$ cat src/sysctl_pkg.sv
package sysctl_pkg;

    // ------------------------------------------------------------------
    // Register map
    // ------------------------------------------------------------------
    localparam logic [7:0]  SYSCTL_OFFSET = 8'h80;   // System control word
    localparam logic [7:0]  IRQ_STAT_OFFSET = 8'h84; // Sticky event status
    localparam logic [7:0]  IRQ_MASK_OFFSET = 8'h88; // Event mask

    // ------------------------------------------------------------------
    // Field positions in the system control word
    // ------------------------------------------------------------------
    localparam int STEP_LSB     = 30;
    localparam int OSC_BIT      = 27;
    localparam int ROUTE_BIT    = 26;
    localparam int FLAG_BIT     = 25;
    localparam int PIRQ_EN_BIT  = 24;
    localparam int RSVD_DRV_BIT = 22;
    localparam int PROT_BIT     = 21;
    localparam int RZV_BIT      = 20;
    localparam int DREQ_EN_BIT  = 19;
    localparam int CHAN_LSB     = 16;
    localparam int BURST_DN_BIT = 15;
    localparam int BURST_UP_BIT = 14;

    // ------------------------------------------------------------------
    // Reset values
    // ------------------------------------------------------------------
    localparam logic [31:0] SYSCTL_RESET = 32'h0044_9060;
    localparam logic [31:0] SYSCTL_WMASK = 32'hCF7F_C000; // Writable bits 31..14 except 29, 28 and 23
    localparam logic [2:0]  CHAN_UNUSED  = 3'h4;
    localparam logic [1:0]  IRQ_RESET    = 2'h0;

    // Event bits in status and mask
    localparam int EV_PWR_WRITE = 0; // Power write seen while enabled
    localparam int EV_DMA_REQ   = 1; // Card DMA request accepted

endpackage : sysctl_pkg

$ cat src/card_bridge_system_control.sv
// The Wishbone interface to the registers was chosen for this implementation.
`timescale 1ns/1ps
module card_bridge_system_control
    import sysctl_pkg::*;
(
    // Clock, reset, enable
    input  wire logic        clk_i,
    input  wire logic        rst_i,
    input  wire logic        ce_i,
    // Wishbone slave
    input  wire logic        cyc_i,
    input  wire logic        stb_i,
    input  wire logic        we_i,
    input  wire logic [7:0]  adr_i,
    input  wire logic [3:0]  sel_i,
    input  wire logic [31:0] dat_i,
    output logic      [31:0] dat_o,
    output logic             ack_o,
    // Bridge events
    input  wire logic        power_write_i,
    input  wire logic        card_dma_req_i,
    input  wire logic        cardbus_present_i,
    // Controls
    output logic [1:0]       irq_serial_slot_step_o,
    output logic             internal_osc_enable_o,
    output logic             power_irq2_o,
    output logic             card_status_change_o,
    output logic             reserved_pin_drive_low_o,
    output logic             reserved_pin_oe_o,
    output logic             supply_protect_enable_o,
    output logic             upper_addr_float_o,
    output logic             dma_request_o,
    output logic [2:0]       dma_channel_select_o,
    output logic             down_read_burst_enable_o,
    output logic             up_read_burst_enable_o,
    // Interrupt
    output logic             irq_o
);

    // ------------------------------------------------------------------
    // Storage
    // ------------------------------------------------------------------
    logic [31:0] ctl_q;      // Writable fields plus flag
    logic [1:0]  stat_q;     // Sticky events
    logic [1:0]  mask_q;     // Event mask
    logic        req_go;     // Access taken this cycle
    logic        wr_go;      // Write taken this cycle
    logic [31:0] wmask;      // Byte lane mask
    logic        sys_hit;
    logic        stat_hit;
    logic        mask_hit;
    logic        pwr_ev;     // Enabled power write
    logic [1:0]  ev;

    // ------------------------------------------------------------------
    // Access decode
    // ------------------------------------------------------------------
    // A request is taken only while ack is low, so a master that holds
    // its strobe through the ack cycle is not served twice.
    // Decode compares the full byte address; the low two bits must be
    // zero, so a misaligned access falls into the unmapped branch.
    // Events are qualified by their enables here, once, so the flag,
    // the status register and the pulse outputs all agree.
    assign req_go   = ce_i && cyc_i && stb_i && !ack_o;
    assign wr_go    = req_go && we_i;
    assign wmask    = {{8{sel_i[3]}}, {8{sel_i[2]}}, {8{sel_i[1]}}, {8{sel_i[0]}}};
    assign sys_hit  = (adr_i == SYSCTL_OFFSET);
    assign stat_hit = (adr_i == IRQ_STAT_OFFSET);
    assign mask_hit = (adr_i == IRQ_MASK_OFFSET);
    assign pwr_ev   = power_write_i && ctl_q[PIRQ_EN_BIT];
    assign ev       = {card_dma_req_i && ctl_q[DREQ_EN_BIT], pwr_ev};

    // ------------------------------------------------------------------
    // Control fields
    // ------------------------------------------------------------------
    // Writable bits take the masked write; reserved bits never store
    // The flag bit is excluded from the plain store: it only clears
    // on a written one and only sets on an event, and the event wins.
    // Bits 13..0 keep their reset pattern but are masked on read.
    always_ff @(posedge clk_i) begin
        if (rst_i) begin
            ctl_q <= SYSCTL_RESET;
        end else if (ce_i) begin
            if (wr_go && sys_hit) begin
                ctl_q <= (ctl_q & ~(SYSCTL_WMASK & wmask)) | (dat_i & SYSCTL_WMASK & wmask);
            end
            // Flag: write-one clear, but a new event wins
            if (wr_go && sys_hit && sel_i[3] && dat_i[FLAG_BIT]) begin
                ctl_q[FLAG_BIT] <= 1'b0;
            end else begin
                ctl_q[FLAG_BIT] <= ctl_q[FLAG_BIT];
            end
            if (pwr_ev) begin
                ctl_q[FLAG_BIT] <= 1'b1;
            end
        end
    end

    // ------------------------------------------------------------------
    // Interrupt status and mask
    // ------------------------------------------------------------------
    // Status bits are sticky and cleared by a written one in lane 0.
    // An event in the same cycle as the clear keeps its bit set, so
    // no event is ever lost to a racing software clear.
    // The mask simply stores the low two bits of lane 0.
    always_ff @(posedge clk_i) begin
        if (rst_i) begin
            stat_q <= IRQ_RESET;
            mask_q <= IRQ_RESET;
        end else if (ce_i) begin
            if (wr_go && stat_hit && sel_i[0]) begin
                stat_q <= (stat_q & ~dat_i[1:0]) | ev; // Set beats clear
            end else begin
                stat_q <= stat_q | ev;
            end
            if (wr_go && mask_hit && sel_i[0]) begin
                mask_q <= dat_i[1:0];
            end
        end
    end

    // ------------------------------------------------------------------
    // Bus answer: one wait cycle, ack one cycle
    // ------------------------------------------------------------------
    // Read data is registered with the ack, so it stands in the cycle in
    // which the master samples ack high and holds until the next read.
    // Trade-off: one cycle of latency buys a clean flop-driven output.
    // Unmapped addresses answer too, so a stray access never hangs.
    always_ff @(posedge clk_i) begin
        if (rst_i) begin
            ack_o <= 1'b0;
            dat_o <= 32'h0000_0000;
        end else if (ce_i) begin
            ack_o <= req_go;
            if (req_go && !we_i) begin
                if (sys_hit) begin
                    dat_o <= ctl_q & SYSCTL_WMASK;
                end else if (stat_hit) begin
                    dat_o <= {30'h0000_0000, stat_q};
                end else if (mask_hit) begin
                    dat_o <= {30'h0000_0000, mask_q};
                end else begin
                    dat_o <= 32'h0000_0000; // Unmapped reads zero
                end
            end
        end
    end

    // ------------------------------------------------------------------
    // Registered control outputs
    // ------------------------------------------------------------------
    // Power signalling pulses one cycle after the enabled write
    // Every output comes from a flop and lags its field by one cycle.
    // The reserved pins are only ever driven low; the enable alone
    // decides between low and high impedance.
    // The supply protection output is active high, the inverse of bit 21.
    always_ff @(posedge clk_i) begin
        if (rst_i) begin
            irq_serial_slot_step_o   <= 2'h0;
            internal_osc_enable_o    <= 1'b0;
            power_irq2_o             <= 1'b0;
            card_status_change_o     <= 1'b0;
            reserved_pin_drive_low_o <= 1'b0;
            reserved_pin_oe_o        <= 1'b0;
            supply_protect_enable_o  <= 1'b1;
            upper_addr_float_o       <= 1'b0;
            dma_request_o            <= 1'b0;
            dma_channel_select_o     <= CHAN_UNUSED;
            down_read_burst_enable_o <= 1'b1;
            up_read_burst_enable_o   <= 1'b0;
            irq_o                    <= 1'b0;
        end else if (ce_i) begin
            irq_serial_slot_step_o   <= ctl_q[STEP_LSB +: 2];
            internal_osc_enable_o    <= ctl_q[OSC_BIT];
            power_irq2_o             <= pwr_ev && !ctl_q[ROUTE_BIT];
            card_status_change_o     <= pwr_ev && ctl_q[ROUTE_BIT];
            reserved_pin_drive_low_o <= 1'b0;
            reserved_pin_oe_o        <= cardbus_present_i && ctl_q[RSVD_DRV_BIT];
            supply_protect_enable_o  <= !ctl_q[PROT_BIT];
            upper_addr_float_o       <= ctl_q[RZV_BIT];
            dma_request_o            <= card_dma_req_i && ctl_q[DREQ_EN_BIT];
            dma_channel_select_o     <= ctl_q[CHAN_LSB +: 3];
            down_read_burst_enable_o <= ctl_q[BURST_DN_BIT];
            up_read_burst_enable_o   <= ctl_q[BURST_UP_BIT];
            irq_o                    <= |(stat_q & mask_q);
        end
    end
endmodule : card_bridge_system_control

$ cat config.mk
export PLATFORM = sky130hd
export DESIGN_NAME = card_bridge_system_control
export DESIGN_NICKNAME = d
export VERILOG_FILES = /design/src/sysctl_pkg.sv /design/src/card_bridge_system_control.sv
export SDC_FILE = /design/constraint.sdc
export NUM_CORES = 1
export LEC_CHECK = 0
export BUFFER_PORTS_ARGS = -buffer_cell sky130_fd_sc_hd__buf_2
export CELL_PAD_IN_SITES_DETAIL_PLACEMENT = 1
export CELL_PAD_IN_SITES_GLOBAL_PLACEMENT = 2
export CORE_ASPECT_RATIO = 0.7
export CORE_MARGIN = 2
export CORE_UTILIZATION = 27
export CTS_CLUSTER_SIZE = 30
export DETAILED_ROUTE_END_ITERATION = 10
export MAX_ROUTING_LAYER = met4
export PLACE_DENSITY_LB_ADDON = 0.1
export SYNTH_ARGS = -nofsm -noshare
export SYNTH_HDL_FRONTEND = slang
export SYNTH_SLANG_ARGS = --single-unit
$ cat constraint.sdc
create_clock -name clk_i -period 2.3 [get_ports clk_i]
set_input_delay 0.115 -clock clk_i [delete_from_list [all_inputs] [get_ports clk_i]]
set_output_delay 0.115 -clock clk_i [all_outputs]
set_load 0.01 [all_outputs]
==> flow_summary.json <==
{
  "post_synth_and_or_nand_nor_area_fraction_pct": 22.8,
  "powerDensity_mw_per_mm2": 670,
  "skew_ns": 0.00354,
  "rrSetupSlack_ns": 0.56,
  "portBuffers": 70,
  "clk_pin_slew_ns": 0.07,
  "start_kind": "flop",
  "min_path_cells": 2,
  "status": "finished, final reports clean",
  "nNetsFinal": 345,
  "report.final.slew_viol_count": 0,
  "initial_utilization_pct": 28.3,
  "wl_met2_um": 2560,
  "ys_seq_area_share_pct": 46.0,
  "hold_violations": 0,
  "ant_nets": 0,
  "netlist_area_sq_mm": 0.00226,
  "cts_tree": "yes",
  "wl_met3_um": 291,
  "drt_pass1_iterations": 4,
  "finalWirelength_um": 5890,
  "cpMaxStageDelayCell": "nand4b_1",
  "htreeDepth": 2,
  "crit_top_cell": "buf_4",
  "final_layout_size_suffix_gt1_share_pct": 31.4,
  "grt_use_total_pct": 13.8,
  "reg2reg_depth": 5,
  "synth_mux_area_share_pct": 10.2,
  "avgSynthCellArea_sq_um": 10.2,
  "wl_per_cell_um": 14.9,
  "rows": 27,
  "critPathCaptureType": "flop",
  "min_from": "dat_i[25]",
  "max_freq_mhz": 576,
  "antenna_found_initial": 1,
  "path_max_fanout": 7,
  "r2r_start": "ack_o$_SDFFE_PP0P_",
  "critPathArrivalTime_ns": 1.96,
  "root_buffer": "clkbuf_16",
  "core-area_sq_mm": 0.00801,
  "fin_util_pct": 35.6,
  "timing.final.crit_share_pct": 75.5,
  "min_to": "ctl_q[25]$_SDFFE_PP0P_",
  "clkLatencyLatePin_ns": 0.29,
  "synth_top_family_by_area": "simple AND/OR/NAND/NOR gates",
  "globalplace.congestion": 0.742,
  "clock_sinks": 52,
  "yosysUniqueCellTypes": 37,
  "post-route-drc-count": 0,
  "wl_met1_um": 2960,
  "nFillCells": 924,
  "post_cts_resized": 0,
  "die_area_sq_mm": 0.00914,
  "hp-class": "primary input to flop",
  "p_total_uw": 1910,
  "synth-compound-area-share_pct": 12.4,
  "grt_max_degree": 46,
  "yosysWarnings": 0,
  "area_delta_synth_final_pct": 26.1,
  "peakVddDrop_uv": 278,
  "viasPerCell": 4.49,
  "dr.first_iter.drc_count": 88,
  "clockBufferDepth": 2,
  "worstSetupPathType": "flop to flop",
  "grt_pass1_vias": 1789,
  "setup_violations": 0,
  "min_period_ns": 1.74,
  "rsz0062_at_grt": "no",
  "dr_total_vias": 1775,
  "p_leak_uw": 0.00125,
  "top_layer": "met4",
  "numCtsBuffers": 5,
  "pin_count": 102,
  "dp_hpwl_um": 4220,
  "critPathRequiredTime_ns": 2.52,
  "fin_setup_tns_ns": 0,
  "die_w_um": 113,
  "path_cells": "nand4b_1 > buf_4 > nor4_4 > buf_4 > mux2i_1",
  "cts_setup_buffers": 0,
  "synthCells": 221,
  "ys_ff_latch": 52,
  "cts_hold_buffers": 0,
  "synth_fa_ha_area_share_pct": 0,
  "cpPeakStageDelay_ns": 0.35,
  "die_h_um": 80.6,
  "maxCapViolCount": 0,
  "overflow": 0,
  "synth_xor_xnor_area_share_pct": 0,
  "grt_pass1_wl_um": 9210
}
==> routing by layer <==
| metal | GRT usage, % | up-vias |
|---|---|---|
| li1 | - | 903 |
| met4 | 4.76 | 0 |
| met1 | 17.7 | 814 |
| met3 | 3.92 | 8 |
| met2 | 20.9 | 50 |
| met5 | - | - |
==> layout make-up <==
class                   instances  area [sq um]  area share (%)
clock inverters                 2          38.8            1.36
multi-input cells             153          1090            38.1
clock buffers                   6           139            4.87
flip-flops and latches         52          1040            36.5
repair buffers                 78           410            14.4
diodes                          1          2.50          0.0877
well taps                     101           126            4.43
inverters                       2          7.51           0.263
==> synthesized netlist by cell type, drive strengths merged <==
library cell | n | share of area (%)
a211o | 2 | 0.77
a211oi | 2 | 0.66
a21oi | 4 | 0.88
a22o | 15 | 5.8
a22oi | 1 | 0.33
a311oi | 1 | 0.39
a31oi | 3 | 0.83
a41oi | 1 | 0.39
and3 | 2 | 0.55
and3b | 2 | 0.77
and4b | 1 | 0.44
buf | 20 | 6.6
clkbuf | 9 | 1.5
conb | 1 | 0.17
dfxtp | 52 | 46
inv | 2 | 0.33
mux2i | 23 | 10
nand2 | 1 | 0.17
nand2b | 31 | 8.6
nand3 | 3 | 0.66
nand4b | 3 | 1.2
nor2 | 16 | 2.7
nor2b | 6 | 1.7
nor3 | 1 | 0.22
nor4 | 5 | 3.4
o21ai | 3 | 0.66
o21ba | 1 | 0.44
o21bai | 1 | 0.33
o22ai | 1 | 0.28
o31ai | 2 | 0.66
or3b | 1 | 0.39
or4 | 3 | 1.2
or4bb | 2 | 1.0
==> logic make-up after synthesis <==
| family | after synthesis |
|---|---|
| AO/OA/AOI/OAI | 37 |
| buffers and inverters | 31 |
| flip-flops | 52 |
| multiplexers | 23 |
| other | 1 |
| AND/OR/NAND/NOR | 77 |
==> worst max-delay path by stage <==
stage                       startpoint                    end  slack [ns]  cells after the start
floorplan           ack_o$_SDFFE_PP0P_                   flop        0.69                      4
global placement              adr_i[1]  dat_o[1]$_SDFFE_PP0P_        0.44                      4
detailed placement            adr_i[1]  dat_o[0]$_SDFFE_PP0P_        0.40                      4
CTS                 ack_o$_SDFFE_PP0P_                   flop        0.52                      5
global route        ack_o$_SDFFE_PP0P_                   flop        0.41                      5
finish              ack_o$_SDFFE_PP0P_                   flop        0.56                      5
==> per-stage QoR <==
stage,instances,hold WS (ns),setup WS [ns],instance area [sq um]
after global routing,395,0.0376,0.408,2850
after CTS,394,0.0187,0.522,2850
after detailed placement,386,0.336,0.398,2670
after global placement,386,0.333,0.444,2670
final,395,0.0242,0.563,2850
after floorplan,236,0.224,0.687,2320
==> worst max-delay path: cells and delay by family (launching register included) <==
kind | cells | cell delay (ns)
and+or+nand+nor | 2 | 0.61
buffers and inverters | 2 | 0.53
DFF | 1 | 0.33
muxes | 1 | 0.20
==> cells in the final DEF (no fill, tap or decap), types with 2 or more instances in the layout <==
cell        n
a211o_1     2
a211oi_1    2
a21oi_1     4
a22o_1     15
a31oi_1     3
and3_1      2
and3b_1     2
buf_2      70
buf_4       8
clkbuf_16   5
conb_1     16
dfxtp_1    52
inv_1       2
mux2i_1    23
nand2b_1   31
nand3_1     3
nand4b_1    3
nor2_1     16
nor2b_1     6
nor4_1      2
nor4_4      3
o21ai_0     3
o31ai_1     2
or4_1       2
or4bb_1     2
==> where the power goes <==
| group | internal (uW) | total (uW) | leakage [uW] | switching [uW] |
|---|---|---|---|---|
| Combinational | 52.1 | 130 | 0.000741 | 77.9 |
| Clock | 545 | 876 | 0.0000871 | 331 |
| Sequential | 904 | 906 | 0.000420 | 2.04 |
| Total | 1500 | 1910 | 0.00125 | 410 |
(Power assumes the default switching activity.)
